## config.mk

```make
export PLATFORM = sky130hd
export DESIGN_NAME = ctf_monitor
export DESIGN_NICKNAME = d
export VERILOG_FILES = /design/src/design/ctf_pkg.sv /design/src/design/ctf_lin11_cmp.sv /design/src/design/ctf_monitor.sv
export SDC_FILE = /design/constraint.sdc
export NUM_CORES = 1
export LEC_CHECK = 0
export ABC_AREA = 1
export BUFFER_PORTS_ARGS = -buffer_cell sky130_fd_sc_hd__buf_2
export CAP_MARGIN = 5
export CORE_ASPECT_RATIO = 1.2
export CORE_MARGIN = 1.5
export CORE_UTILIZATION = 60
export CTS_BUF_LIST = sky130_fd_sc_hd__clkbuf_4 sky130_fd_sc_hd__clkbuf_8
export CTS_CLUSTER_SIZE = 30
export DETAILED_ROUTE_END_ITERATION = 6
export PLACE_DENSITY = 0.83
export SLEW_MARGIN = 10
export SYNTH_ARGS = -nofsm -noshare
export SYNTH_HDL_FRONTEND = slang
export SYNTH_SLANG_ARGS = --single-unit
```

## constraint.sdc

```tcl
create_clock -name clk -period 4.8 [get_ports clk]
set_input_delay 0.24 -clock clk [delete_from_list [all_inputs] [get_ports clk]]
set_output_delay 0.24 -clock clk [all_outputs]
set_load 0.005 [all_outputs]
```

## src/design/ctf_pkg.sv

```systemverilog
// ctf_pkg: constants of the current and temperature fault-limit monitor
// assumes: 16-bit limits in two's-complement exponent/mantissa form
package ctf_pkg;
    // command codes of the limit registers
    localparam logic [7:0] CTF_CMD_PEAK_OC = 8'h46;
    localparam logic [7:0] CTF_CMD_VALLEY_UC = 8'h4B;
    localparam logic [7:0] CTF_CMD_OT_LIMIT = 8'h4F;
    // values after reset: 30 A, -15 A, +125 C
    localparam logic [15:0] CTF_RST_PEAK_OC = 16'hDBC0;
    localparam logic [15:0] CTF_RST_VALLEY_UC = 16'hD440;
    localparam logic [15:0] CTF_RST_OT_LIMIT = 16'hEBE8;
    // field positions inside a limit word
    localparam int CTF_EXP_MSB = 15;
    localparam int CTF_EXP_LSB = 11;
    localparam int CTF_MAN_MSB = 10;
    localparam int CTF_MAN_LSB = 0;
    // width of the consecutive-period count setting
    localparam int CTF_CNT_W = 3;
    // number of phases and temperature sensors
    localparam int CTF_PHASES = 2;
    localparam int CTF_SENSORS = 3;
endpackage : ctf_pkg

```

## src/design/ctf_lin11_cmp.sv

```systemverilog
// ctf_lin11_cmp: signed greater-than between two exponent/mantissa words
// assumes: both words use a 5-bit signed exponent and an 11-bit signed mantissa
module ctf_lin11_cmp
    import ctf_pkg::*;
(
    // operands
    input wire logic [15:0] opA,
    input wire logic [15:0] opB,
    // result
    output logic aGreater
);
    // each value becomes mantissa << (exponent + 16): a 42-bit exact fixed point
    logic [4:0] shA;
    logic [4:0] shB;
    logic signed [41:0] extA;
    logic signed [41:0] extB;
    logic signed [41:0] valA;
    logic signed [41:0] valB;

    // adding 16 to a 5-bit signed exponent is just flipping its sign bit
    assign shA = {~opA[CTF_EXP_MSB], opA[CTF_EXP_MSB-1:CTF_EXP_LSB]};
    assign shB = {~opB[CTF_EXP_MSB], opB[CTF_EXP_MSB-1:CTF_EXP_LSB]};
    assign extA = {{31{opA[CTF_MAN_MSB]}}, opA[CTF_MAN_MSB:CTF_MAN_LSB]};
    assign extB = {{31{opB[CTF_MAN_MSB]}}, opB[CTF_MAN_MSB:CTF_MAN_LSB]};
    assign valA = extA <<< shA;
    assign valB = extB <<< shB;
    assign aGreater = valA > valB;
endmodule : ctf_lin11_cmp

```

## src/design/ctf_monitor.sv

```systemverilog
// ctf_monitor: peak/valley current and over-temperature fault-limit monitor
// assumes: samples and readings arrive as exponent/mantissa words, synchronous to clk;
// the management-bus front end presents decoded command writes and reads here
module ctf_monitor
    import ctf_pkg::*;
#(
    parameter int CNT_W = CTF_CNT_W
) (
    // clock and reset
    input wire logic clk,
    input wire logic nrst,
    // limit command port
    input wire logic cmdWrite,
    input wire logic cmdRead,
    input wire logic [7:0] cmdCode,
    input wire logic [15:0] cmdWrData,
    input wire logic writeProtect,
    input wire logic clearFaults,
    output logic [15:0] cmdRdData_r,
    output logic cmdRdValid_r,
    output logic cmdWrRejected_r,
    // per-phase current samples, one per switching period
    input wire logic [CTF_PHASES-1:0] sampleStrobe,
    input wire logic [CTF_PHASES-1:0] sampleInBlanking,
    input wire logic [CTF_PHASES*16-1:0] phaseCurrent,
    input wire logic [CNT_W-1:0] currentSenseSetup,
    // average-current faults from the averaging path
    input wire logic averageOvercurrentFault,
    input wire logic averageUndercurrentFault,
    // temperature readings: internal, first external, second external
    input wire logic [CTF_SENSORS-1:0] tempStrobe,
    input wire logic [CTF_SENSORS*16-1:0] tempReading,
    input wire logic [1:0] externalSensorSelect,
    // status and alert
    output logic ocFault_r,
    output logic ucFault_r,
    output logic tempSummary_r,
    output logic overheatStatusBit_r,
    output logic internalSensorFlag_r,
    output logic firstExternalSensorFlag_r,
    output logic secondExternalSensorFlag_r,
    output logic alertN_r
);
    logic [15:0] peakOcLimit_r;
    logic [15:0] valleyUcLimit_r;
    logic [15:0] otLimit_r;

    // command decode
    logic hitOc;
    logic hitUc;
    logic hitOt;
    logic hitAny;
    logic wrAllowed;
    logic [15:0] rdMux;
    assign hitOc = cmdCode == CTF_CMD_PEAK_OC;
    assign hitUc = cmdCode == CTF_CMD_VALLEY_UC;
    assign hitOt = cmdCode == CTF_CMD_OT_LIMIT;
    assign hitAny = hitOc | hitUc | hitOt;
    assign wrAllowed = cmdWrite & hitAny & ~writeProtect;
    assign rdMux = hitOc ? peakOcLimit_r : hitUc ? valleyUcLimit_r : hitOt ? otLimit_r : 16'h0000;

    // limit write path: a protected write leaves every limit untouched
    logic [15:0] peakOcLimit_nxt;
    logic [15:0] valleyUcLimit_nxt;
    logic [15:0] otLimit_nxt;
    assign peakOcLimit_nxt = (wrAllowed & hitOc) ? cmdWrData : peakOcLimit_r;
    assign valleyUcLimit_nxt = (wrAllowed & hitUc) ? cmdWrData : valleyUcLimit_r;
    assign otLimit_nxt = (wrAllowed & hitOt) ? cmdWrData : otLimit_r;

    always_ff @(posedge clk) begin
        if (!nrst) begin
            peakOcLimit_r <= CTF_RST_PEAK_OC;
        end else begin
            peakOcLimit_r <= peakOcLimit_nxt;
        end
    end

    always_ff @(posedge clk) begin
        if (!nrst) begin
            valleyUcLimit_r <= CTF_RST_VALLEY_UC;
        end else begin
            valleyUcLimit_r <= valleyUcLimit_nxt;
        end
    end

    always_ff @(posedge clk) begin
        if (!nrst) begin
            otLimit_r <= CTF_RST_OT_LIMIT;
        end else begin
            otLimit_r <= otLimit_nxt;
        end
    end

    // read answers one cycle after the request; unknown codes read zero
    logic [15:0] cmdRdData_nxt;
    logic cmdRdValid_nxt;
    logic cmdWrRejected_nxt;
    assign cmdRdData_nxt = cmdRead ? rdMux : cmdRdData_r;
    assign cmdRdValid_nxt = cmdRead;
    assign cmdWrRejected_nxt = cmdWrite & hitAny & writeProtect;

    always_ff @(posedge clk) begin
        if (!nrst) begin
            cmdRdData_r <= 16'h0000;
        end else begin
            cmdRdData_r <= cmdRdData_nxt;
        end
    end

    always_ff @(posedge clk) begin
        if (!nrst) begin
            cmdRdValid_r <= 1'b0;
        end else begin
            cmdRdValid_r <= cmdRdValid_nxt;
        end
    end

    always_ff @(posedge clk) begin
        if (!nrst) begin
            cmdWrRejected_r <= 1'b0;
        end else begin
            cmdWrRejected_r <= cmdWrRejected_nxt;
        end
    end

    // fault threshold in periods; a setting of zero acts as one
    logic [CNT_W-1:0] needCount;
    assign needCount = (currentSenseSetup == '0) ? CNT_W'(1) : currentSenseSetup;

    logic [CTF_PHASES-1:0] ocTrip;
    logic [CTF_PHASES-1:0] ucTrip;

    genvar gp;
    generate
        for (gp = 0; gp < CTF_PHASES; gp++) begin : gPhase
            logic [15:0] sample;
            logic above;
            logic below;
            logic take;
            logic [CNT_W-1:0] ocCnt_r;
            logic [CNT_W-1:0] ucCnt_r;
            logic [CNT_W-1:0] ocCnt_nxt;
            logic [CNT_W-1:0] ucCnt_nxt;
            assign sample = phaseCurrent[gp*16 +: 16];
            ctf_lin11_cmp uCmpOc (
                .opA(sample),
                .opB(peakOcLimit_r),
                .aGreater(above)
            );
            ctf_lin11_cmp uCmpUc (
                .opA(valleyUcLimit_r),
                .opB(sample),
                .aGreater(below)
            );
            assign take = sampleStrobe[gp] & ~sampleInBlanking[gp];
            // saturating counters of consecutive violating periods
            assign ocCnt_nxt = !above ? '0 : (ocCnt_r == needCount) ? ocCnt_r : ocCnt_r + CNT_W'(1);
            assign ucCnt_nxt = !below ? '0 : (ucCnt_r == needCount) ? ucCnt_r : ucCnt_r + CNT_W'(1);
            assign ocTrip[gp] = take & above & (ocCnt_nxt == needCount);
            assign ucTrip[gp] = take & below & (ucCnt_nxt == needCount);
            // blanked or absent samples leave the counters alone
            always_ff @(posedge clk) begin
                if (!nrst) begin
                    ocCnt_r <= '0;
                end else if (take) begin
                    ocCnt_r <= ocCnt_nxt;
                end
            end
            always_ff @(posedge clk) begin
                if (!nrst) begin
                    ucCnt_r <= '0;
                end else if (take) begin
                    ucCnt_r <= ucCnt_nxt;
                end
            end
        end
    endgenerate

    // temperature: sensor 0 always watched, externals per select bits
    logic [CTF_SENSORS-1:0] sensorOn;
    logic [CTF_SENSORS-1:0] otTrip;
    assign sensorOn = {externalSensorSelect[1], externalSensorSelect[0], 1'b1};

    genvar gs;
    generate
        for (gs = 0; gs < CTF_SENSORS; gs++) begin : gSensor
            logic hot;
            ctf_lin11_cmp uCmpOt (
                .opA(tempReading[gs*16 +: 16]),
                .opB(otLimit_r),
                .aGreater(hot)
            );
            assign otTrip[gs] = tempStrobe[gs] & sensorOn[gs] & hot;
        end
    endgenerate

    // sticky status: a new event in the clearing cycle wins over the clear
    logic ocSet;
    logic ucSet;
    logic otSet;
    logic faultAny;
    assign ocSet = (|ocTrip) | averageOvercurrentFault;
    assign ucSet = (|ucTrip) | averageUndercurrentFault;
    assign otSet = |otTrip;
    assign faultAny = ocSet | ucSet | otSet | ((ocFault_r | ucFault_r | tempSummary_r) & ~clearFaults);

    logic ocFault_nxt;
    logic ucFault_nxt;
    logic tempSummary_nxt;
    logic overheatStatusBit_nxt;
    logic internalSensorFlag_nxt;
    logic firstExternalSensorFlag_nxt;
    logic secondExternalSensorFlag_nxt;
    logic alertN_nxt;
    assign ocFault_nxt = ocSet | (ocFault_r & ~clearFaults);
    assign ucFault_nxt = ucSet | (ucFault_r & ~clearFaults);
    assign tempSummary_nxt = otSet | (tempSummary_r & ~clearFaults);
    assign overheatStatusBit_nxt = otSet | (overheatStatusBit_r & ~clearFaults);
    assign internalSensorFlag_nxt = otTrip[0] | (internalSensorFlag_r & ~clearFaults);
    assign firstExternalSensorFlag_nxt = otTrip[1] | (firstExternalSensorFlag_r & ~clearFaults);
    assign secondExternalSensorFlag_nxt = otTrip[2] | (secondExternalSensorFlag_r & ~clearFaults);
    assign alertN_nxt = ~faultAny;

    always_ff @(posedge clk) begin
        if (!nrst) begin
            ocFault_r <= 1'b0;
        end else begin
            ocFault_r <= ocFault_nxt;
        end
    end

    always_ff @(posedge clk) begin
        if (!nrst) begin
            ucFault_r <= 1'b0;
        end else begin
            ucFault_r <= ucFault_nxt;
        end
    end

    always_ff @(posedge clk) begin
        if (!nrst) begin
            tempSummary_r <= 1'b0;
        end else begin
            tempSummary_r <= tempSummary_nxt;
        end
    end

    always_ff @(posedge clk) begin
        if (!nrst) begin
            overheatStatusBit_r <= 1'b0;
        end else begin
            overheatStatusBit_r <= overheatStatusBit_nxt;
        end
    end

    always_ff @(posedge clk) begin
        if (!nrst) begin
            internalSensorFlag_r <= 1'b0;
        end else begin
            internalSensorFlag_r <= internalSensorFlag_nxt;
        end
    end

    always_ff @(posedge clk) begin
        if (!nrst) begin
            firstExternalSensorFlag_r <= 1'b0;
        end else begin
            firstExternalSensorFlag_r <= firstExternalSensorFlag_nxt;
        end
    end

    always_ff @(posedge clk) begin
        if (!nrst) begin
            secondExternalSensorFlag_r <= 1'b0;
        end else begin
            secondExternalSensorFlag_r <= secondExternalSensorFlag_nxt;
        end
    end

    // alert idles high and drops in the same cycle as the status bit
    always_ff @(posedge clk) begin
        if (!nrst) begin
            alertN_r <= 1'b1;
        end else begin
            alertN_r <= alertN_nxt;
        end
    end
endmodule : ctf_monitor

```

# Yosys cells after proc, flatten, opt, wreduce, memory -nomap -nowiden
# Index checks and enable logic that the tools add are counted.
# word_totals
out_inout_bits	26
reg_bits	86
# classes
order_cmp	7
reduce_logical	4
eq_ne	11
muxes	12
n_bitwise	58
n_shift	8
add_sub_neg	4
# ops
cell	n
11-bit by 5-bit <<< shifter with 42-bit output	8
42-bit greater-than comparator	7
16-bit 2-to-1 mux	3
1-bit bitwise AND	29
3-bit 2-to-1 mux	9
3-bit == test	8
8-bit by 7-bit == test with 1-bit output (second input constant)	3
1-bit OR	16
1-bit inverter	13
3-bit by 1-bit adder with 3-bit output (second input constant)	4
2-bit OR reduction	2
3-bit zero test	1
3-bit OR reduction	1

# Depth between registers and ports, before layout
# Gate-level depths: netlist of run 1.
# depth
ltp_word	13
mapped_depth	33
mapped_depth_nobuf	32

# Cells and area by module
# A second synthesis of run 1 with hierarchy kept.
# hier_totals
hier_cells	4694
area_unflattened_um2	24462.2
# by_module_without_submodules
mod	seq_area_each_um2	n_inst	cells_per_inst	area_each_um2
ctf_lin11_cmp at gPhase[0].uCmpOc ...	0.0	6	586	2905.3
ctf_monitor	1721.7	1	595	4149.0
ctf_lin11_cmp at gPhase[0].uCmpUc	0.0	1	583	2881.5

# Least setup slack after synthesis of run 1
# OpenSTA, ideal clock, no wires.
# synth_path
kind	register to register
startpoint	register otLimit_r[12]
endpoint	register overheatStatusBit_r
synth_period_minus_slack_ns	3.204
t_required_ns	4.672
t_arrival_ns	3.076
path_stages_with_launch	21
slack_ns	1.596
path_buffers	2
path_cell_list	dfxtp_1 > clkbuf_1 > clkinv_1 > clkbuf_1 > o21ai_0 > a21oi_1 > o21ai_0 > o21ai_0 > ha_1 > nand2_1 > inv_1 > nand3_1 > nor3_1 > nor4b_1 > nand3_1 > nand3_1 > nand2_1 > nand3b_1 > nand3_1 > a21oi_1 > nor2_1
# synth_via
elab_chain_cells	5
word_cells_on_any_way	9
# synth_lines
element	line	text
start, declared	ctf_monitor.sv:46	logic [15:0] otLimit_r;
start signal, assigned	ctf_monitor.sv:90	otLimit_r <= otLimit_nxt;
11-bit by 5-bit <<< shifter with 42-bit output *	ctf_lin11_cmp.sv:26	assign valB = extB <<< shB;
42-bit greater-than comparator	ctf_lin11_cmp.sv:27	assign aGreater = valA > valB;
1-bit bitwise AND	ctf_monitor.sv:193	assign otTrip[gs] = tempStrobe[gs] & sensorOn[gs] & hot;
3-bit OR reduction *	ctf_monitor.sv:204	assign otSet = |otTrip;
1-bit OR *	ctf_monitor.sv:218	assign overheatStatusBit_nxt = otSet | (overheatStatusBit_r & ~clearFaults);
end signal, assigned	ctf_monitor.sv:252	overheatStatusBit_r <= overheatStatusBit_nxt;
end, declared	ctf_monitor.sv:38	output logic overheatStatusBit_r,
# Mark *: on every way between the ends. The rest lies on a longest branch, timed or not.
# A chain may end at the register's enable or synchronous reset.

# Worst setup path after layout of run 1
# layout_path
startpoint	register peakOcLimit_r[11]
endpoint	register alertN_r
# layout_via
elab_chain_cells	11
word_cells_on_any_way	17
# layout_lines
element	line	text
start, declared	ctf_monitor.sv:44	logic [15:0] peakOcLimit_r;
start signal, assigned	ctf_monitor.sv:74	peakOcLimit_r <= peakOcLimit_nxt;
11-bit by 5-bit <<< shifter with 42-bit output *	ctf_lin11_cmp.sv:26	
42-bit greater-than comparator	ctf_lin11_cmp.sv:27	
3-bit 2-to-1 mux	ctf_monitor.sv:157	assign ocCnt_nxt = !above ? '0 : (ocCnt_r == needCount) ? ocCnt_r : ocCnt_r + CNT_W'(1);
3-bit == test	ctf_monitor.sv:159	assign ocTrip[gp] = take & above & (ocCnt_nxt == needCount);
1-bit bitwise AND	ctf_monitor.sv:159	
2-bit OR reduction *	ctf_monitor.sv:202	assign ocSet = (|ocTrip) | averageOvercurrentFault;
1-bit OR *	ctf_monitor.sv:202	
1-bit OR * (3 in series)	ctf_monitor.sv:205	assign faultAny = ocSet | ucSet | otSet | ((ocFault_r | ucFault_r | tempSummary_r) & ~clearFaults);
1-bit inverter *	ctf_monitor.sv:222	assign alertN_nxt = ~faultAny;
end signal, assigned	ctf_monitor.sv:285	alertN_r <= alertN_nxt;
end, declared	ctf_monitor.sv:42	output logic alertN_r
# Marks and branches as above.

==> impl_summary.md, run 1 <==
Yosys
The synthesized netlist devotes less than 1% of its cell area to XOR and XNOR gates. The post-synthesis sequential element count is between 80 and 90. The main flop type after synthesis is sky130_fd_sc_hd__dfxtp_1. The fraction of the mapped netlist area in simple logic gates is a little under a third. The Yosys step of the flow raised 0 warnings. In this run the cell area of the synthesized design comes to 18100 um^2. The post-synthesis mux area share is approximately 2.3%.

Summing the areas of all compound-gate instances in the mapped netlist gives between 20% and 30% of the synthesized area. After Yosys synthesis, full adders, half adders and majority gates account for around a fifth of the synthesized area. The netlist uses 51 different library cells. The share of flip-flops with an asynchronous set or reset after synthesis is 0%. The number of nets in the synthesized netlist is roughly 3.6k. The average size of a mapped cell is 5.72 um^2. The number of enable-type register cells in the synthesized netlist is 0. Synthesis produced a netlist whose cell count is 3167. The sequential cell area fraction in the yosys report is 9.51%.

The largest family of logic cells by synthesized area is simple AND/OR/NAND/NOR gates.

Die
The initial core utilization is between 60% and 70%. 150 I/O pins were placed. The width of the die is about 160 um. In this run the core area contains between 60 and 70 standard-cell rows.

The overall die area is about 31000 um^2. The total area inside the core boundary comes to roughly 30000 um^2. The vertical extent of the die is 193 um.

Clock tree
The number of buffers inserted during clock tree synthesis is 9. The post-CTS clock slew at the launch and capture registers of the worst setup and hold paths is approximately 90 ps. The clock root buffer is sky130_fd_sc_hd__clkbuf_8. The CTS tree is yes.

The number of sinks on the clock net is 86. The insertion delay to the later sink of the worst-skew pair is ~380 ps. The number of setup buffers added after CTS is 0. The worst-case clock buffer depth is 2. The total number of H-tree levels is 3.

Place
The number of buffer cells added on primary ports is 149. The congestion estimate from routability-driven global placement came to 1.05. The HPWL after detailed placement is between 50 and 60 mm.

Setup path
The startpoint of the worst-slack reg-to-reg timing path is peakOcLimit_r[11]. The internal reg-to-reg setup slack is ~230 ps. The logic depth of the worst register-to-register path is 21.

The type of element capturing the critical path is a flop. The buffering stage count on the worst path with inverters included is 2. The data required time of the critical path is 5040 ps. The worst setup path is of the flop to flop kind. For this run, the slowest stage of the critical path takes 720 ps.

The arrival time of the worst setup path is a little under 5000 ps. The worst setup path is launched from a flop. Traced cell by cell, the critical path runs through o21ai_0, or2_2, o21ai_0, nor2_1, o21ai_0, o21ai_0, inv_1, ha_1, nand2_1, inv_1, nand2_1, nor4_1, nand4_1, nand3_1, nor2_1, nor2_1, nand2_1, nand2_1, nor2_2, nand3_1, nand2_1. The endpoint identified for the worst register-to-register timing path is alertN_r.

The cell class contributing the biggest share of worst-path delay is simple AND/OR/NAND/NOR gates. In this run the worst path has a maximum fanout of 23. The most numerous cell type found on the critical path is sky130_fd_sc_hd__nand2_1.

The cell with the biggest individual delay on the critical path is sky130_fd_sc_hd__dfxtp_1.

Power
The worst-case IR drop observed on VDD is ~0.17 mV. The power density of the placed cells is around 140 nW/um^2. The leakage power summed over all cells is ~9.8 nW.

Finish
The number of fill cells in the layout is roughly 3k. The post-route netlist has about 7.5% of its cells at a drive strength greater than 1. The final core area utilization is between 60% and 70%. The final layout contains about 3.6k nets.

The library cells used most frequently in the layout, excluding fill and tap cells, are sky130_fd_sc_hd__nand2_1, sky130_fd_sc_hd__o21ai_0, sky130_fd_sc_hd__inv_1. The number of antenna diodes is 0. The most frequent standard cell in the layout excluding fill and tap cells is sky130_fd_sc_hd__nand2_1. The growth of design area from synthesis to finish is 5.90%.

Drt
After detailed routing, the total wire length is ~70 mm. Once detail routing completed, the nets flagged for antenna violations numbered 0. The first detailed-routing pass took 7 iterations. The DRC violation count after routing is 0. The via count is between 20k and 25k. The number of violations reported at the end of detailed-routing iteration 0 is ~2.3k.

In the routed layout, each cell is associated on average with a via count of about 6.1. In the final routed layout, each cell accounts on average for about 19 um.

STA
The final-report max-slew violation count came to 0. Setup violations remaining at the end of the flow were counted as 0. The tightest slew margin relative to the limit is 33.5%. Clock skew on the completed layout was measured at 11.6 ps. For the pin with the worst max-slew slack, the measured transition is roughly 1000 ps. The worst path in the final design needs a cycle of between 4000 and 5000 ps, including I/O delays and setup. The number of endpoints with negative hold slack in the final report came to 0. Setup repair after global routing left no endpoint under its margin. The total negative setup slack is 0 ps. Based on the critical path, the design can be clocked at up to between 200 and 250 MHz. The share of the clock period used by the worst path is 95.2%.

GRT
The number of antenna violations at the first check in global routing is 0. The total overflow left after global routing is 0. The aggregate global-route resource usage is between 40% and 50%. The via count of the first global-routing pass was 20.0k.

The maximum number of pins on one net before global-route repair is 51. The first global-routing pass estimated approximately 100 mm of wire.

Hold path
The count of cells along the worst hold path is 2. The sink of the worst hold path is cmdWrRejected_r. The startpoint identified for the worst hold timing path is writeProtect. In this run the worst hold path is classified as input pin to flop.

Run status
The run finished with clean final reports.

Job
The number of violations of the max-capacitance limit is 0.
==> cell type report <==
type                            instances  area, um^2  share of cell area, %
Clock buffer                           10         138                  0.718
Clock inverter                          6        43.8                  0.228
Multi-Input combinational cell       2551       14400                   74.9
Tap cell                              390         488                   2.54
Timing Repair Buffer                  178         963                   5.02
Sequential cell                        86        1720                   8.98
Inverter                              388        1460                   7.61
==> cell usage after synthesis (12+ instances only) <==
| library cell | number | area (um^2) |
|---|---|---|
| sky130_fd_sc_hd__nand2_1 | 788 | 2960 |
| sky130_fd_sc_hd__o21ai_0 | 515 | 2580 |
| sky130_fd_sc_hd__inv_1 | 372 | 1400 |
| sky130_fd_sc_hd__ha_1 | 298 | 3730 |
| sky130_fd_sc_hd__nor2_1 | 278 | 1040 |
| sky130_fd_sc_hd__a21oi_1 | 265 | 1330 |
| sky130_fd_sc_hd__nand3_1 | 136 | 681 |
| sky130_fd_sc_hd__clkbuf_1 | 122 | 458 |
| sky130_fd_sc_hd__dfxtp_1 | 86 | 1720 |
| sky130_fd_sc_hd__nand4_1 | 45 | 282 |
| sky130_fd_sc_hd__mux2i_1 | 38 | 380 |
| sky130_fd_sc_hd__nor3_1 | 24 | 120 |
| sky130_fd_sc_hd__or2_2 | 23 | 144 |
| sky130_fd_sc_hd__nor4_1 | 20 | 125 |
| sky130_fd_sc_hd__o211ai_1 | 19 | 143 |
| sky130_fd_sc_hd__buf_1 | 12 | 45.0 |
| sky130_fd_sc_hd__o21a_1 | 12 | 90.1 |
==> worst max-delay path by stage <==
stage | startpoint | endpoint | slack (ps) | cells after the start
3_3_place_gp | peakOcLimit_r[11] | alertN_r | 470 | 19
3_5_place_dp | otLimit_r[14] | overheatStatusBit_r | 440 | 15
4_1_cts | otLimit_r[14] | overheatStatusBit_r | 440 | 15
6_report | peakOcLimit_r[11] | alertN_r | 230 | 21
5_1_grt | peakOcLimit_r[11] | alertN_r | 20 | 20
2_1_floorplan | otLimit_r[12] | overheatStatusBit_r | 1600 | 20
==> flip-flops by register name, indices dropped and copies added, names as in the netlist <==
register                    flops
alertN_r                        1
cmdRdData_r                    16
gPhase.ocCnt_r                  6
ocFault_r                       1
peakOcLimit_r                  16
ucFault_r                       1
cmdRdValid_r                    1
otLimit_r                      16
internalSensorFlag_r            1
tempSummary_r                   1
gPhase.ucCnt_r                  6
overheatStatusBit_r             1
valleyUcLimit_r                16
cmdWrRejected_r                 1
secondExternalSensorFlag_r      1
firstExternalSensorFlag_r       1
==> report_power, final <==
part	leakage (nW)	total (mW)	switching [mW]	internal, mW
Sequential	0.698	0.738	0.0121	0.726
Combinational	8.97	1.37	0.903	0.463
Clock	0.0930	0.486	0.282	0.205
==> stage by stage <==
stage / total power [mW] / instance area [um^2] / hold slack, ps / setup slack (ps) / cells
2_1_floorplan: 1.68 / 18100 / 353 / 1600 / 3167
3_3_place_gp: 2.03 / 19000 / 451 / 466 / 3593
3_5_place_dp: 2.07 / 19000 / 458 / 436 / 3593
4_1_cts: 2.55 / 19200 / 111 / 437 / 3609
5_1_grt: 2.78 / 19200 / 121 / 23.9 / 3609
6_report: 2.59 / 19200 / 118 / 228 / 3609
==> logic make-up (layout without fill, tap and decap cells) <==
family,Yosys count,in the layout
AOI/OAI and AO/OA,867,867
DFF,86,86
and+or+nand+nor,1333,1333
buffers and inverters,530,582
adders and majority gates,298,298
muxes,40,40
xor gates and xnor gates,13,13
==> per-layer routing <==
layer | track usage (%) | wire length, um | vias to the layer above
met2 | 73.1 | 32100 | 1203
met4 | 31.2 | 6160 | 0
li1 | - | - | 10700
met5 | 0 | 0 | -
met3 | 5.64 | 5260 | 326
met1 | 46.0 | 24700 | 9929
==> timing repair <==
item,in CTS,in global routing
setup endpoints to repair,0,3
endpoints found under the hold margin,0,0
hold buffers,0,0
resized for setup,0,3
(Power assumes the default switching activity.)
==> run 2, diff against run 1 <==
--- a/config.mk
+++ b/config.mk
@@ -5,7 +5,6 @@
 export SDC_FILE = /design/constraint.sdc
 export NUM_CORES = 1
 export LEC_CHECK = 0
-export ABC_AREA = 1
 export BUFFER_PORTS_ARGS = -buffer_cell sky130_fd_sc_hd__buf_2
 export CAP_MARGIN = 5
 export CORE_ASPECT_RATIO = 1.2
@@ -15,7 +14,6 @@
 export CTS_CLUSTER_SIZE = 30
 export DETAILED_ROUTE_END_ITERATION = 6
 export PLACE_DENSITY = 0.83
-export SLEW_MARGIN = 10
 export SYNTH_ARGS = -nofsm -noshare
 export SYNTH_HDL_FRONTEND = slang
 export SYNTH_SLANG_ARGS = --single-unit
==> run 2 against run 1 <==
The run now ends with design-rule violations left. Die area increased by 0.56%. Synthesized cell count decreased by 17%. Global-route usage hardly changed. Clock skew rose by 4.3 ps. Sequential share of layout area shrank 0.15 points. Area after synthesis is 0.57% higher. Total power up 1.3%. Critical endpoint unchanged. Largest power group unchanged.
==> impl_summary.md, run 2 <==
Run status
The flow ran to the end, but the final reports show violations. The checks that failed: design-rule violations.

Clock tree
The number of setup buffers added after CTS is 0. The total number of H-tree levels is 3. The post-CTS clock slew at the launch and capture registers of the worst setup and hold paths is between 100 and 150 ps. TritonCTS created 9 clock buffers.

The CTS tree is yes. The worst-case clock buffer depth is 2. The insertion delay to the later sink of the worst-skew pair is ~380 ps. In this run the clock root is driven by a sky130_fd_sc_hd__clkbuf_8. The clock net in this run drives a total of 86 sinks. The quantity of hold-fixing buffers added after cts is 0.

Hold path
The worst hold path begins at writeProtect. The sink of the worst hold path is cmdWrRejected_r. The worst hold path was traced through 3 stages. The kind of path behind the tightest hold check is input pin to flop.

Place
The number of buffer cells added on primary ports is approximately 150. The detailed-placement wirelength estimate is approximately 56 mm. The post-place setup slack is -121 ps.

The congestion estimate from routability-driven global placement came to roughly 1.1.

STA
Derived from the worst setup path, the maximum achievable clock frequency is ~220 MHz. The worst path in the final design needs a cycle of ~4600 ps, including I/O delays and setup. The tightest slew margin relative to the limit is between 20% and 30%.

Setup violations remaining at the end of the flow were counted as 0. Setup repair after global routing left no endpoint under its margin. The measured slew at the worst slew-check pin is ~1200 ps. In the final timing run, aggregate negative setup slack is 0 ps. Clock skew on the completed layout was measured at around 16 ps. The number of endpoints with negative hold slack in the final report is 0.

Once routing completed, OpenROAD measured the worst setup slack at about 190 ps. The final-report max-slew violation count was 0. The worst-case hold slack is roughly 73 ps.

The worst path uses a little over nine tenths of the clock period.

Yosys
Counting flops with a built-in enable in the synthesized netlist gives 0. The synthesized design contains 86 register bits. Synthesis handed over a netlist of 2638 instances.

After synthesis, the most frequently instantiated cells are sky130_fd_sc_hd__nand2_1, sky130_fd_sc_hd__ha_1, sky130_fd_sc_hd__nor2_1. The most repeated cell in the gate-level netlist after synthesis is sky130_fd_sc_hd__nand2_1. The netlist area before placement is ~18000 um^2. The number of distinct library cells after synthesis is between 80 and 90. The cell type with the highest aggregate area in the netlist is sky130_fd_sc_hd__ha_1. Yosys attributes the largest share of cell area to sky130_fd_sc_hd__ha_1, sky130_fd_sc_hd__dfxtp_1, sky130_fd_sc_hd__mux2i_1.

After synthesis, the share of flip-flops with an asynchronous set or reset is 0%. The count of synthesis-stage warnings from yosys is 0. The number of nets in the synthesized netlist is a little over 3k. Dividing the synthesized area by the synthesized cell count gives 6.90 um^2.

The sequential cell area fraction in the yosys report is 9.45%. The area fraction of the dominant cell type after synthesis is slightly above 20%. The main flop type after synthesis is sky130_fd_sc_hd__dfxtp_1.

GRT
The number of antenna violations at the first check in global routing was 0. The first-pass GRT wire length is just over 100 mm. The aggregate global-route resource usage is 41.9%. The total congestion overflow after global routing is 0.

Entering global routing, the biggest net connects 42 pins. The via count of the first global-routing pass came to around 19k.

Setup path
The worst setup path is launched from a flop. For the worst setup path, the data arrival time is ~5000 ps. The startpoint identified for the worst register-to-register timing path is otLimit_r[12]. The type of element capturing the critical path is a flop. In this run the worst path has a maximum fanout of 12. The capture point of the worst reg-to-reg path is alertN_r. The data required time of the critical path is ~5100 ps. The worst setup path is of the flop to flop kind.

Setup slack on the worst reg-to-reg path comes out at 190 ps. Measured in cells, the most critical reg-to-reg path has a length of 15. Walking the worst path, the cells encountered are buf_4, mux2i_1, mux2i_1, and2_1, a22oi_1, ha_1, nand4_1, nor4_1, o311ai_0, o2111ai_1, a31oi_1, mux2i_2, nor3_1, buf_4, a41o_1. The cell with the biggest individual delay on the critical path is sky130_fd_sc_hd__a22oi_1. The maximum single-stage delay on the critical path is between 600 and 700 ps.

Drt
Dividing the detail-routed via count by the number of cells gives 6.58. The detailed-route wire length per cell is approximately 22 um. In the routed design, unresolved DRC markers number 1. For this block, the routed nets add up to just under 70 mm of wire. For this block, the initial DRC count from the detailed router was approximately 1.9k. The first TritonRoute pass finished after 7 iterations. The count of antenna-violating nets left after detailed routing is 0. The routed layout has 20.4k vias.

Job
The number of violations of the max-capacitance limit is 0.

Finish
The library cells used most frequently in the layout, excluding fill and tap cells, are sky130_fd_sc_hd__nand2_1, sky130_fd_sc_hd__ha_1, sky130_fd_sc_hd__nor2_1. Cells with a size suffix above 1 make up 12.2% of the layout. The most frequent standard cell in the layout excluding fill and tap cells is sky130_fd_sc_hd__nand2_1. The growth of design area from synthesis to finish is 7.21%. The count of nets after finishing is ~3.1k. The number of antenna diodes is 0.

Die
The die is approximately 160 um wide. The core region is between 20000 and 30000 um^2. The vertical extent of the die is 194 um. The initial core utilization is about three fifths. The overall die area is around 31000 um^2.

The initialized floorplan defines slightly below 70 standard-cell rows. The I/O pin total is 150.

Power
Summed over all cells, the static leakage comes to between 9 and 10 nW. Across the VDD grid, the largest voltage drop is about 0.16 mV. The total power draw is 2.63 mW. The power density of the placed cells is ~130 nW/um^2.
-- run 2: cell count changes after synthesis, moves of 24 or more --
cell / before / now
sky130_fd_sc_hd__o21ai_0: 515 / 218
sky130_fd_sc_hd__mux2_2: 0 / 59
sky130_fd_sc_hd__nor2b_1: 0 / 24
sky130_fd_sc_hd__a22oi_1: 0 / 45
sky130_fd_sc_hd__nand2b_1: 0 / 33
sky130_fd_sc_hd__nand3_1: 136 / 65
sky130_fd_sc_hd__a21oi_1: 265 / 222
sky130_fd_sc_hd__nor2_1: 278 / 245
sky130_fd_sc_hd__a21o_1: 8 / 41
sky130_fd_sc_hd__inv_1: 372 / 137
sky130_fd_sc_hd__nand2_1: 788 / 355
sky130_fd_sc_hd__mux2i_1: 38 / 157
-- run 2: cell type report --
class,count,area (um^2)
well taps,390,488
inverters,149,559
multi-input cells,2249,15400
fillers,2749,10300
clock inverters,7,71.3
clock buffers,9,124
flip-flops and latches,86,1720
repair buffers,210,1200
-- run 2: how the worst max path moves through the flow --
stage,end,slack (ps),depth (start not counted),from
floorplan,alertN_r,850,15,valleyUcLimit_r[12]
finish,alertN_r,190,15,otLimit_r[12]
global placement,alertN_r,-90,17,valleyUcLimit_r[12]
CTS,gPhase[1].ucCnt_r[2],20,15,valleyUcLimit_r[12]
global route,alertN_r,30,17,peakOcLimit_r[12]
detailed placement,alertN_r,-120,15,valleyUcLimit_r[12]
-- run 2: routing by layer --
layer  share of wire [%]  vias up  track usage (%)  routed length (um)
met5                   0        -                0                   0
met4                  11        0             39.6                7370
met3                 6.4      341             6.70                4340
met2                  48      988             71.7               32300
met1                  35     9312             43.2               23800
li1                    -     9765                -                   -
-- run 2: what timing repair did --
item,CTS,global route
resized for setup,1,9
gates cloned,0,0
endpoints found under the setup margin,5,10
-- run 2: through the flow --
stage / std cells / utilization (%) / instance area [um^2]
final: 3100 / 65.6 / 19500
after detailed placement: 3084 / 64.8 / 19300
after global routing: 3100 / 65.6 / 19500
after floorplan: 2638 / - / 18200
after CTS: 3100 / 65.4 / 19500
after global placement: 3084 / 64.8 / 19300
-- run 2: worst max-delay path, delay by kind of cell (launching register included) --
kind                       cells  cell delay [ps]
muxes                          3              830
adders and majority gates      1              240
DFF                            1              520
and+or+nand+nor                4              980
AOI/OAI and AO/OA              5             1490
buffers and inverters          2              440
-- run 2: logic make-up after synthesis --
logic type	after synthesis	synth area share (%)
AND/OR/NAND/NOR	922	23.0
multiplexers	218	12.5
adder cells (fa/ha/maj)	298	20.5
XOR/XNOR	20	0.962
flip-flops	86	9.45
AO/OA/AOI/OAI	791	27.2
buffers and inverters	303	6.42
-- run 2: power breakdown --
part / leakage (nW) / total, mW / switching [mW] / internal [mW]
Combinational: 8.35 / 1.38 / 0.851 / 0.527
Clock: 0.0999 / 0.508 / 0.304 / 0.204
Sequential: 0.699 / 0.740 / 0.0116 / 0.728
